$ cat src/common/mus_pkg.sv
// package: constants, register map and carrier types of the measurement update scheduler
package mus_pkg;
   // ==========================================================
   // clock and stage timing
   localparam int CLK_PERIOD_NS = 100;
   localparam int CLK_RATE_HZ = 10_000_000;
   localparam int CYCLE_TIME_NS = 1_000_000;
   localparam int CYCLE_CLKS = CYCLE_TIME_NS / CLK_PERIOD_NS;
   localparam int STAGE1_TIME_NS = 52_000;
   localparam int STAGE1_CLKS = STAGE1_TIME_NS / CLK_PERIOD_NS;
   localparam int AOUT_RATE_HZ = 19_200;
   localparam int AOUT_CLKS = CLK_RATE_HZ / AOUT_RATE_HZ;
   localparam int FB_STAGE_TIME_NS = 250_000;
   localparam int FB_STAGE_CLKS = FB_STAGE_TIME_NS / CLK_PERIOD_NS;
   localparam int DOUT_MAX_TIME_NS = 250_000;
   localparam int DOUT_MAX_CLKS = DOUT_MAX_TIME_NS / CLK_PERIOD_NS;
   localparam int FB_STAGES = 3;
   localparam int CONN_MAX = 3;
   localparam int PEER_FIFO_DEPTH = 16;
   localparam int VAL_W = 16;
   // ==========================================================
   // register map
   localparam logic [7:0] REG_CTRL = 8'h00;
   localparam logic [7:0] REG_DOUT_INV = 8'h04;
   localparam logic [7:0] REG_SUBST = 8'h08;
   localparam logic [7:0] REG_STATUS = 8'h0c;
   localparam logic [7:0] REG_VALUES = 8'h10;
   localparam int CTRL_ACTIVE_BIT = 0;
   localparam int CTRL_SUBST_BIT = 1;
   localparam int CTRL_SEL_LSB = 2;
   localparam logic CTRL_ACTIVE_RST = 1'b1;
   localparam logic CTRL_SUBST_RST = 1'b0;
   localparam logic [1:0] CTRL_SEL_RST = 2'h0;
   localparam logic [7:0] DOUT_INV_RST = 8'h00;
   // output code standing for 11 V on the analog output scale
   localparam logic [15:0] SUBST_RST = 16'h7333;
   // analog source selection codes
   localparam logic [1:0] SEL_STAGE1 = 2'h0;
   localparam logic [1:0] SEL_FIELDBUS = 2'h1;
   localparam logic [1:0] SEL_CALC = 2'h2;
   localparam logic [1:0] SEL_PEER = 2'h3;
   // ==========================================================
   // carriers
   typedef struct packed {
      logic [7:0] addr;
      logic [31:0] wdata;
      logic wr;
      logic rd;
   } mus_req_t;
   typedef struct packed {
      logic [15:0] data;
      logic oe;
      logic strobe;
   } mus_aout_t;
endpackage

$ cat src/rtl/mus_sched.sv
// rtl: peer-value fifo and the measurement update scheduler core
`timescale 1ns/100ps
`default_nettype none

// ==========================================================
// fifo with valid/ready on both sides
module mus_fifo #(
   parameter int WIDTH = 16,
   parameter int DEPTH = 16
) (
   // clock, reset, enable
   input wire logic sys_clk,
   input wire logic reset,
   input wire logic clkEn,
   // fill side
   input wire logic inValid,
   output logic inReady,
   input wire logic [WIDTH-1:0] inData,
   // drain side
   output logic outValid,
   input wire logic outReady,
   output logic [WIDTH-1:0] outData,
   // fill level
   output logic [$clog2(DEPTH):0] level
);
   localparam int AW = $clog2(DEPTH);
   logic [WIDTH-1:0] mem [DEPTH]; // storage
   logic [AW-1:0] wrPtr; // next write slot
   logic [AW-1:0] rdPtr; // next read slot
   wire push = inValid && inReady;
   wire pop = outValid && outReady;
   assign inReady = (level != DEPTH[AW:0]);
   assign outValid = (level != '0);
   assign outData = mem[rdPtr];

   // storage is written without reset, pointers carry the state
   always_ff @(posedge sys_clk) begin
      if (clkEn && push) begin
         mem[wrPtr] <= inData;
      end
   end

   // pointers and level
   always_ff @(posedge sys_clk) begin
      if (reset) begin
         wrPtr <= '0;
         rdPtr <= '0;
         level <= '0;
      end else if (clkEn) begin
         if (push) wrPtr <= wrPtr + 1'b1;
         if (pop) rdPtr <= rdPtr + 1'b1;
         level <= level + {{AW{1'b0}}, push} - {{AW{1'b0}}, pop};
      end
   end
endmodule // mus_fifo

// ==========================================================
// scheduler core
module mus_sched #(
   parameter int CYCLE_CLKS = mus_pkg::CYCLE_CLKS
) (
   // clock, reset, enable
   input wire logic sys_clk,
   input wire logic reset,
   input wire logic clkEn,
   // register port
   input wire mus_pkg::mus_req_t busReq,
   output logic [31:0] rdata,
   // start parameter set loaded and active
   input wire logic paramReady,
   // converter samples, unsynchronised pins
   input wire logic adcStrobe,
   input wire logic [15:0] adcData,
   // flag pins and the resulting one-hot commands
   input wire logic [7:0] flagPins,
   output logic [7:0] flagCmd,
   // digital inputs and outputs
   input wire logic [7:0] dinPins,
   output logic [7:0] dinValue,
   input wire logic [7:0] doutRequest,
   output logic [7:0] doutPins,
   // inter-device bus
   input wire logic peerRxValid,
   output logic peerRxReady,
   input wire logic [15:0] peerRxData,
   output logic peerTxValid,
   output logic [15:0] peerTxData,
   // fieldbus paths
   input wire logic fbInValid,
   input wire logic [15:0] fbInData,
   output logic [15:0] fbValue,
   output logic fbOutValid,
   output logic [15:0] fbOutData,
   // analog output
   input wire logic aoutSrcInvalid,
   output mus_pkg::mus_aout_t aout,
   // client connections
   input wire logic connOpen,
   input wire logic connClose,
   output logic connAccept,
   output logic connReject,
   output logic [1:0] connCount
);
   // ==========================================================
   // stage tick counters
   localparam int NT = 4;
   localparam int PER [NT] = '{mus_pkg::STAGE1_CLKS, mus_pkg::AOUT_CLKS,
                               mus_pkg::FB_STAGE_CLKS, CYCLE_CLKS};
   logic [NT-1:0] tick; // one-cycle strobes: stage1, analog, fieldbus, cycle
   genvar gi;
   generate
      for (gi = 0; gi < NT; gi++) begin : g_tick
         logic [15:0] cnt; // counts down to the next strobe
         assign tick[gi] = clkEn && (cnt == 16'h0000);
         always_ff @(posedge sys_clk) begin
            if (reset) cnt <= 16'h0000;
            else if (clkEn) cnt <= (cnt == 16'h0000) ? 16'(PER[gi] - 1) : cnt - 16'h0001;
         end
      end
   endgenerate
   wire s1Tick = tick[0];
   wire aoTick = tick[1];
   wire fbTick = tick[2];
   wire cycTick = tick[3];

   // lowest set bit of a vector: first flag in service order
   function automatic logic [7:0] firstBit(input logic [7:0] v);
      return v & (~v + 8'h01);
   endfunction

   // ==========================================================
   // pin synchronisers, second stage only is read
   logic [17:0] adcMeta, adcSync;
   logic [15:0] pinMeta, pinSync;
   logic adcSeen; // previous synchronised strobe level
   always_ff @(posedge sys_clk) begin
      if (reset) begin
         {adcMeta, adcSync, pinMeta, pinSync} <= '0;
         adcSeen <= 1'b0;
      end else if (clkEn) begin
         adcMeta <= {adcStrobe, 1'b0, adcData};
         adcSync <= adcMeta;
         pinMeta <= {flagPins, dinPins};
         pinSync <= pinMeta;
         adcSeen <= adcSync[17];
      end
   end
   wire adcEdge = adcSync[17] && !adcSeen;
   wire [7:0] flagSync = pinSync[15:8];

   // ==========================================================
   // registers
   logic initDone; // start parameter set active
   logic aoutActive, substEn;
   logic [1:0] aoutSel;
   logic [7:0] doutInv;
   logic [15:0] substVal;
   logic [4:0] fifoLevel;
   logic [15:0] stage1Value, peerValue;
   wire wrCtrl = busReq.wr && (busReq.addr == mus_pkg::REG_CTRL);
   wire wrInv = busReq.wr && (busReq.addr == mus_pkg::REG_DOUT_INV);
   wire wrSubst = busReq.wr && (busReq.addr == mus_pkg::REG_SUBST);
   logic [31:0] readMux;
   always_comb begin
      case (busReq.addr)
         mus_pkg::REG_CTRL: readMux = {28'h0000000, aoutSel, substEn, aoutActive};
         mus_pkg::REG_DOUT_INV: readMux = {24'h000000, doutInv};
         mus_pkg::REG_SUBST: readMux = {16'h0000, substVal};
         mus_pkg::REG_STATUS: readMux = {24'h000000, fifoLevel, connCount, initDone};
         mus_pkg::REG_VALUES: readMux = {peerValue, stage1Value};
         default: readMux = 32'h00000000; // unmapped reads as zero
      endcase
   end

   // configuration writes and read data, which stands one cycle only
   always_ff @(posedge sys_clk) begin
      if (reset) begin
         aoutActive <= mus_pkg::CTRL_ACTIVE_RST;
         substEn <= mus_pkg::CTRL_SUBST_RST;
         aoutSel <= mus_pkg::CTRL_SEL_RST;
         doutInv <= mus_pkg::DOUT_INV_RST;
         substVal <= mus_pkg::SUBST_RST;
         rdata <= 32'h00000000;
      end else if (clkEn) begin
         if (wrCtrl) begin
            aoutActive <= busReq.wdata[mus_pkg::CTRL_ACTIVE_BIT];
            substEn <= busReq.wdata[mus_pkg::CTRL_SUBST_BIT];
            aoutSel <= busReq.wdata[mus_pkg::CTRL_SEL_LSB +: 2];
         end
         if (wrInv) doutInv <= busReq.wdata[7:0];
         if (wrSubst) substVal <= busReq.wdata[15:0];
         rdata <= busReq.rd ? readMux : 32'h00000000;
      end
   end

   // init is sticky once the parameter loader reports ready
   always_ff @(posedge sys_clk) begin
      if (reset) initDone <= 1'b0;
      else if (clkEn && paramReady) initDone <= 1'b1;
   end

   // ==========================================================
   // stage one: samples wait for the next stage strobe
   logic [15:0] adcHold, aoutStage1;
   always_ff @(posedge sys_clk) begin
      if (reset) begin
         {adcHold, stage1Value, aoutStage1} <= '0;
      end else if (clkEn) begin
         if (adcEdge) adcHold <= adcSync[15:0];
         if (s1Tick) stage1Value <= adcHold;
         if (s1Tick) aoutStage1 <= stage1Value;
      end
   end

   // ==========================================================
   // peer bus receive fifo, drained each cycle
   typedef enum logic [1:0] {ST_IDLE, ST_FLAGS, ST_DRAIN} mus_state_t;
   mus_state_t state, next_state;
   logic [7:0] flagPrev, pendFlags;
   logic peerValid;
   logic [15:0] peerData;
   wire peerPop = (state == ST_DRAIN);
   mus_fifo #(.WIDTH(mus_pkg::VAL_W), .DEPTH(mus_pkg::PEER_FIFO_DEPTH)) u_peer_fifo (
      .sys_clk(sys_clk),
      .reset(reset),
      .clkEn(clkEn),
      .inValid(peerRxValid),
      .inReady(peerRxReady),
      .inData(peerRxData),
      .outValid(peerValid),
      .outReady(peerPop),
      .outData(peerData),
      .level(fifoLevel)
   );

   // ==========================================================
   // cycle sequencer: flags, then peer values
   always_comb begin
      case (state)
         ST_IDLE: next_state = (cycTick && initDone) ? ST_FLAGS : ST_IDLE;
         ST_FLAGS: next_state = (pendFlags == 8'h00) ? ST_DRAIN : ST_FLAGS;
         ST_DRAIN: next_state = peerValid ? ST_DRAIN : ST_IDLE;
         default: next_state = ST_IDLE;
      endcase
   end

   // flag capture and ordered service, one command per clock
   always_ff @(posedge sys_clk) begin
      if (reset) begin
         state <= ST_IDLE;
         {flagPrev, pendFlags, flagCmd} <= '0;
         peerValue <= 16'h0000;
      end else if (clkEn) begin
         state <= next_state;
         flagCmd <= 8'h00;
         if (state == ST_IDLE && cycTick && initDone) begin
            pendFlags <= flagSync ^ flagPrev;
            flagPrev <= flagSync;
         end
         if (state == ST_FLAGS) begin
            flagCmd <= firstBit(pendFlags);
            pendFlags <= pendFlags & ~firstBit(pendFlags);
         end
         if (peerPop && peerValid) peerValue <= peerData;
      end
   end

   // ==========================================================
   // 1 ms work: inputs, calculations, outputs, peer transmit
   logic [15:0] calcValue;
   always_ff @(posedge sys_clk) begin
      if (reset) begin
         {dinValue, doutPins, calcValue, peerTxData} <= '0;
         peerTxValid <= 1'b0;
      end else if (clkEn) begin
         peerTxValid <= cycTick && initDone;
         if (!initDone) begin
            dinValue <= 8'h00;
            doutPins <= 8'h00;
         end else if (cycTick) begin
            dinValue <= pinSync[7:0];
            calcValue <= fbValue;
            peerTxData <= stage1Value;
            doutPins <= doutRequest ^ doutInv;
         end
      end
   end

   // ==========================================================
   // fieldbus: three-stage input pipe and one-stage output
   logic [15:0] fbPipe [mus_pkg::FB_STAGES];
   logic [15:0] fbLatch;
   assign fbValue = fbPipe[mus_pkg::FB_STAGES-1];
   always_ff @(posedge sys_clk) begin
      if (reset) begin
         for (int i = 0; i < mus_pkg::FB_STAGES; i++) fbPipe[i] <= 16'h0000;
         fbLatch <= 16'h0000;
         fbOutValid <= 1'b0;
         fbOutData <= 16'h0000;
      end else if (clkEn) begin
         if (fbInValid) fbLatch <= fbInData;
         fbOutValid <= fbTick && initDone;
         if (fbTick) begin
            fbPipe[0] <= fbLatch;
            for (int i = 1; i < mus_pkg::FB_STAGES; i++) fbPipe[i] <= fbPipe[i-1];
            fbOutData <= stage1Value;
         end
      end
   end

   // ==========================================================
   // analog output: source select, substitute, refresh
   wire [15:0] srcValue = (aoutSel == mus_pkg::SEL_STAGE1) ? aoutStage1 :
                          (aoutSel == mus_pkg::SEL_FIELDBUS) ? fbValue :
                          (aoutSel == mus_pkg::SEL_CALC) ? calcValue : peerValue;
   wire useSubst = aoutSrcInvalid && substEn;
   wire [15:0] next_aout = useSubst ? substVal : srcValue;
   always_ff @(posedge sys_clk) begin
      if (reset) begin
         aout <= '0;
      end else if (clkEn) begin
         aout.oe <= initDone && aoutActive;
         aout.strobe <= aoTick && initDone && aoutActive;
         if (!initDone || !aoutActive) aout.data <= 16'h0000;
         else if (aoTick) aout.data <= next_aout;
      end
   end

   // ==========================================================
   // client connection budget; a simultaneous open and close nets out
   wire full = (connCount == 2'(mus_pkg::CONN_MAX));
   wire canOpen = connOpen && (!full || connClose);
   always_ff @(posedge sys_clk) begin
      if (reset) begin
         connCount <= 2'h0;
         connAccept <= 1'b0;
         connReject <= 1'b0;
      end else if (clkEn) begin
         connAccept <= canOpen;
         connReject <= connOpen && !canOpen;
         if (canOpen && !(connClose && connCount != 2'h0)) connCount <= connCount + 2'h1;
         else if (!canOpen && connClose && connCount != 2'h0) connCount <= connCount - 2'h1;
      end
   end

   logic [15:0] sinceTx; // clocks since the last peer transmit
   always_ff @(posedge sys_clk) begin
      if (reset || peerTxValid) sinceTx <= 16'h0000;
      else if (sinceTx != 16'hffff) sinceTx <= sinceTx + 16'h0001;
   end
endmodule // mus_sched

`default_nettype wire

$ cat config.mk
export PLATFORM = sky130hd
export DESIGN_NAME = mus_sched
export DESIGN_NICKNAME = d
export VERILOG_FILES = /design/src/common/mus_pkg.sv /design/src/rtl/mus_sched.sv
export SDC_FILE = /design/constraint.sdc
export NUM_CORES = 1
export LEC_CHECK = 0
export BUFFER_PORTS_ARGS = -buffer_cell sky130_fd_sc_hd__buf_2
export CAP_MARGIN = 20
export CORE_ASPECT_RATIO = 1.25
export CORE_MARGIN = 1
export CORE_UTILIZATION = 65
export CTS_BUF_LIST = sky130_fd_sc_hd__clkbuf_8
export DETAILED_ROUTE_END_ITERATION = 10
export PLACE_DENSITY = 0.95
export SLEW_MARGIN = 20
export SYNTH_ARGS = -nofsm -noshare
export SYNTH_HDL_FRONTEND = slang
export SYNTH_SLANG_ARGS = --single-unit
$ cat constraint.sdc
create_clock -name sys_clk -period 9.6 [get_ports sys_clk]
set_input_delay 1.44 -clock sys_clk [delete_from_list [all_inputs] [get_ports sys_clk]]
set_output_delay 1.44 -clock sys_clk [all_outputs]
set_load 0.005 [all_outputs]
# Word-level counts from Yosys, hierarchy flattened
# Memory sizes are Yosys's and may differ from the RTL's. A register that Yosys moved wholly into a read port is not among the register bits.
# Cells that the tools add are included.
dict set report word_totals {
  reg_bits 383
  mem_bits_rw 304
  inputBits 124
  mem_count 2
}
dict set report classes {
  n_addsub 11
  n_eq_ne 11
  n_mux 36
  bitwise 9
  n_reduce_logical 62
}
# name depth width rd rd_ports_with_merged_regs wr line
set memory_table {}
lappend memory_table {u_peer_fifo.mem 16 16 1 1 1 mus_sched.sv:27} ;# logic [WIDTH-1:0] mem [DEPTH];
lappend memory_table {fbPipe 3 16 3 0 3 mus_sched.sv:291} ;# logic [15:0] fbPipe [mus_pkg::FB_STAGES];
# operator count
set ops {}
lappend ops {{16-bit two-way mux} 13}
lappend ops {{32-bit case mux with 5 select lines} 1}
lappend ops {{16-bit logical NOT} 4}
lappend ops {{16-bit by 1-bit subtractor with 16-bit output, second input constant} 4}
lappend ops {{8-bit two-way mux} 7}
lappend ops {{32-bit two-way mux} 1}
lappend ops {{2-bit AND reduction} 14}
lappend ops {{1-bit logical AND} 26}
lappend ops {{8-bit bitwise AND} 2}
lappend ops {{8-bit by 4-bit == test with 1-bit output, second input constant} 2}
lappend ops {{8-bit logical NOT} 2}
lappend ops {{8-bit inverter} 2}
lappend ops {{8-bit bitwise XOR} 2}
lappend ops {{1-bit two-way mux} 9}
lappend ops {{4-bit by 1-bit adder with 4-bit output, second input constant} 2}
lappend ops {{8-bit by 1-bit adder with 8-bit output, second input constant} 1}
lappend ops {{8-bit by 3-bit == test with 1-bit output, second input constant} 1}
lappend ops {{8-bit by 5-bit == test with 1-bit output, second input constant} 1}
lappend ops {{2-bit two-way mux} 4}
lappend ops {{2-bit nonzero test} 4}
lappend ops {{2-bit == test, second input constant} 3}
lappend ops {{1-bit logical NOT} 6}
lappend ops {{2-bit case mux with 3 select lines} 1}
lappend ops {{5-bit by 1-bit adder with 5-bit output} 1}
lappend ops {{11 further kinds} 16}

# Longest topological paths before layout
dict set report depth {
  depth_word 9
  depth_mapped 13
  mapped_depth_nobuf 12
}

# Cells and area by module
# A second synthesis with hierarchy kept.
dict set report hier_totals {
  hier_cells 2324
  area_unflattened_um2 27804.2
}
# mod instances cells_each area_per_inst_um2 seq_area_each_um2
set modules_own_cells {}
lappend modules_own_cells {mus_sched 1 1821 17229.0 9168.8}
lappend modules_own_cells {mus_fifo 1 503 10575.1 8027.7}

# Worst setup path before layout
# Ideal clock, no wire load.
dict set report synth_timing {
  path_kind {input to register}
  start {input clkEn}
  end {memory fbPipe[0][0] (enable)}
  t_arrival_ns 3.841
  required_time_ns 9.169
  setup_slack_ns 5.328
  cell_stages 4
  n_path_buf 1
  cell_sequence {nor3b_2 > nand4b_1 > o21ai_0 > clkbuf_1}
}
# element line
set synth_rtl {}
lappend synth_rtl {{start, declared} mus_sched.sv:65} ;# input wire logic clkEn,
lappend synth_rtl {{end, declared} mus_sched.sv:291}

# Final worst setup path
dict set report layout_timing {
  start {input clkEn}
  end {register peerValue[8] (read register of u_peer_fifo.mem)}
}
dict set report layout_via {
  elab_chain_len 1
}
# element line
set layout_lines {}
lappend layout_lines {{2-bit AND reduction (no line)} --}
lappend layout_lines {{end, declared} mus_sched.sv:159} ;# logic [15:0] stage1Value, peerValue;
# No other way between the ends.
# A chain may end at the register's enable or synchronous reset.

==> run summary <==
CLOCK TREE
----------------------------------------------------------------------------------------
Number of clock sinks                                                                703
Total number of H-tree levels                                                          3
Number of cells upsized or downsized after cts                                         0
Clock insertion delay at the later pin of the skew report                         700 ps
Clock-pin slew of the registers on the worst-case setup and hold paths             70 ps
Postcts setup bufs                                                                     0
CTS root buf                                                                sky130_fd_sc_hd__clkbuf_8
Number of buffers between clock root and the deepest sink                              3
Cts hold-fix bufs                                                                      0
Number of CTS-inserted buffers                                                       101
Clock tree from TritonCTS                                                           done

STA
----------------------------------------------------------------------------------------
Share of the cycle needed by the critical path after routing                       46.8%
Final setup violating endpoints                                                        0
Final Skew                                                                       47.0 ps
Max transition margin                                                              21.5%
Setup TNS                                                                           0 ps
Final Slew Violations                                                                  0
RSZ-0062 raised after global routing                                               false
Total count of hold-check failures in the final report                                 0
Worst hold slack                                                                  426 ps
Final WS setup                                                                   5110 ps
Maximum operating frequency                                                    0.223 GHz
Pin slew with the least headroom to its limit                                    1170 ps
Post-layout minimum cycle time                                                   4490 ps

PWR
----------------------------------------------------------------------------------------
Pwr/cell area                                                                 224 nW/µm²
Static Leak                                                                    0.0116 µW
Internal power                                                                   4890 µW
Switching Share                                                                    30.9%
Power share of the sequential group                                                49.1%
Relative contribution of combinational cells to total power                        17.3%
Worst-case vdd ir drop                                                            181 µV
Sw power                                                                         2190 µW
Clock group share of total power                                                   33.6%

GLOBAL ROUTING
----------------------------------------------------------------------------------------
Via count of the first global-routing pass                                         20251
GR Layer Usage met1                                                                39.4%
Total global-route track usage                                                     33.6%
Total gr overflow                                                                      0
Met2 Usage GRT                                                                     53.9%
Initial antenna violation count                                                        6
Met3 GRT Util                                                                      7.47%
Most congested layer reported by global routing                                     met2
Wire length of the first global-routing pass                                   113000 µm
Largest net degree at the start of global routing                                     99

FLOORPLAN
----------------------------------------------------------------------------------------
Rows                                                                                  84
Horizontal die dimension                                                          188 µm
Starting density of the core                                                       66.3%
Die area                                                                       44000 µm²
Die boundary height                                                               234 µm
Core ar.                                                                       42400 µm²
Ports                                                                                253

SYNTHESIS
----------------------------------------------------------------------------------------
Post-Syn Nets                                                                       2425
Number of flip-flops and latches in the synthesized netlist                          703
Post-synth EDFFs                                                                     304
Syn Inst Count                                                                      2281
Total standard cell area after synthesis                                       28100 µm²
Most used flip-flop cell after synthesis                                    sky130_fd_sc_hd__dfxtp_1
Fraction of synthesis flops using an asynchronous set or reset pin                    0%
Warnings, synthesis                                                                    0
Sequential fraction of the synthesis area                                          61.0%
Mean Syn Cell Area                                                              12.3 µm²
Number of distinct library cells after synthesis                                      84

DETAILED ROUTING
----------------------------------------------------------------------------------------
WL/cell                                                                          24.1 µm
Total wire length                                                               75100 µm
Detail-routed via count per cell                                                    6.58
Number of nets still failing antenna checks after routing                              0
Count of routing violations after the opening detailed-route iteration              2655
Number of iterations in the first detailed-routing pass                                5
Routed via count                                                                   20491
DRC                                                                                    0

PLACE
----------------------------------------------------------------------------------------
Total half-perimeter wirelength after legalization and detailed placement       46200 µm
Minimum setup slack after placement                                              4560 ps
Number of placed cells counting well taps                                           2915
Area of placed instances                                                       29400 µm²
Number of port buffers                                                               236
Weighted congestion reported at the end of routability-driven placement            0.913

WORST SETUP PATH
----------------------------------------------------------------------------------------
Cell-by-cell listing of the critical path                                   buf_6, buf_4, and3b_1, nand2_1, or3_1, o221ai_1
Crit path launch type                                                         input port
Capturing element type of the critical path                                    flip-flop
Largest fanout on the critical path                                                   64
R2R cell count                                                                        12
Delay of the slowest critical-path stage                                          930 ps
Critical Path RT                                                                10180 ps
Critical path class                                                         input port to flip-flop
Arrival time at the worst endpoint                                               5070 ps
Crit path max-delay cell type                                               sky130_fd_sc_hd__or3_1

FINISH
----------------------------------------------------------------------------------------
Most common cell after layout, fill and taps aside                          sky130_fd_sc_hd__dfxtp_1
Highest-count cells in the layout ignoring fill and taps                    394 x sky130_fd_sc_hd__dfxtp_1, 304 x sky130_fd_sc_hd__edfxtp_1, 234 x sky130_fd_sc_hd__buf_2
Area Overhead vs Synth                                                             12.5%
Cell area after layout                                                         31600 µm²
Final instance count without filler cells                                           3113
Total Nets Final                                                                    2606
Fraction of layout instances using a drive strength above 1                        21.3%

FLOW RUN
----------------------------------------------------------------------------------------
Maxcap violations                                                                      0

HOLD PATH
----------------------------------------------------------------------------------------
Hold Crit Depth                                                                        2
HP Class                                                                    flip-flop to flip-flop

OUTCOME
----------------------------------------------------------------------------------------
Status                                                                      finished clean

power by group through the flow:
| stage | clock network (µW) | logic (µW) | registers, µW |
|---|---|---|---|
| 2_1_floorplan | 0 | 893 | 3470 |
| 3_3_place_gp | 0 | 1090 | 3510 |
| 3_5_place_dp | 0 | 1160 | 3530 |
| 4_1_cts | 2390 | 1190 | 3470 |
| 5_1_grt | 2510 | 1320 | 3490 |
| 6_report | 2380 | 1230 | 3480 |
per-stage QoR:
stage          power [µW]  utilization [%]
2_1_floorplan        4360                -
3_3_place_gp         4610             69.4
3_5_place_dp         4680             69.5
4_1_cts              7040             74.4
5_1_grt              7320             74.6
6_report             7080             74.6
layer usage:
layer / wire length [µm] / part of all wire [%]
met1: 26000 / 35
met2: 35600 / 47
met3: 7950 / 11
met4: 5460 / 7.3
met5: 40 / 0.053
critical path, delay by kind of cell:
kind / cells / cell delay (ps)
AOI/OAI and AO/OA: 1 / 380
buffers and inverters: 2 / 1260
and+or+nand+nor: 3 / 1900
cell type report:
type / instances / area [µm²]
Sequential cell: 703 / 17100
Fill cell: 2444 / 10800
Multi-Input combinational cell: 1369 / 10200
Clock buffer: 132 / 1820
Timing Repair Buffer: 253 / 1350
Tap cell: 559 / 699
Clock inverter: 57 / 260
Inverter: 34 / 128
Antenna cell: 6 / 15.0
kinds of logic after synthesis:
kind of cell | Yosys count | synth area share, %
XOR/XNOR | 62 | 1.93
AND/OR/NAND/NOR | 620 | 11.2
buffers and inverters | 209 | 3.21
AO/OA/AOI/OAI | 429 | 9.71
flip-flops | 703 | 61.0
adder cells (fa/ha/maj) | 20 | 0.918
multiplexers | 238 | 12.1
flip-flops by register name (all words and copies together), names as in the netlist, 17 cells and up:
signal / cells
g_tick.cnt: 64
u_peer_fifo.mem: 256
adcMeta: 17
rdata: 32
fbPipe: 48
adcSync: 17
aout: 18
cells in the mapped netlist, types with 6 or more instances:
cell	count	share of area, %
sky130_fd_sc_hd__o2bb2ai_1	6	0.19
sky130_fd_sc_hd__and2_1	54	1.2
sky130_fd_sc_hd__buf_4	16	0.43
sky130_fd_sc_hd__clkbuf_1	119	1.6
sky130_fd_sc_hd__buf_1	11	0.15
sky130_fd_sc_hd__o221ai_1	18	0.56
sky130_fd_sc_hd__edfxtp_1	304	33
sky130_fd_sc_hd__nor3_1	22	0.39
sky130_fd_sc_hd__a22oi_1	14	0.37
sky130_fd_sc_hd__mux2i_1	157	5.6
sky130_fd_sc_hd__nor2b_1	7	0.16
sky130_fd_sc_hd__a31oi_1	6	0.13
sky130_fd_sc_hd__nand3_1	123	2.2
sky130_fd_sc_hd__nand2b_1	9	0.20
sky130_fd_sc_hd__xor2_1	30	0.94
sky130_fd_sc_hd__buf_2	25	0.45
sky130_fd_sc_hd__mux4_2	80	6.4
sky130_fd_sc_hd__a22o_1	22	0.69
sky130_fd_sc_hd__xnor2_1	32	1.0
sky130_fd_sc_hd__ha_1	19	0.85
sky130_fd_sc_hd__or4_1	9	0.24
sky130_fd_sc_hd__a32oi_1	9	0.28
sky130_fd_sc_hd__nor4_1	18	0.40
sky130_fd_sc_hd__o22ai_1	6	0.13
sky130_fd_sc_hd__o32ai_1	16	0.50
sky130_fd_sc_hd__nand4_1	11	0.25
sky130_fd_sc_hd__o2bb2ai_2	10	0.53
sky130_fd_sc_hd__nand2_1	132	1.8
sky130_fd_sc_hd__o21ai_0	114	2.0
sky130_fd_sc_hd__nor2_1	167	2.2
sky130_fd_sc_hd__a2bb2oi_1	8	0.25
sky130_fd_sc_hd__dfxtp_1	399	28
sky130_fd_sc_hd__or3_1	13	0.29
sky130_fd_sc_hd__inv_1	33	0.44
sky130_fd_sc_hd__a21oi_1	160	2.9
worst paths after layout:
check	startpoint	end	slack, ps
setup / recovery	clkEn	peerValue[8]	5110
setup reg to reg	u_peer_fifo.level[3]	u_peer_fifo.level[4]	6370
hold / removal	adcSync[3]	adcHold[3]	430
hold reg to reg	adcSync[3]	adcHold[3]	430
Power figures use the tool's default switching activity.
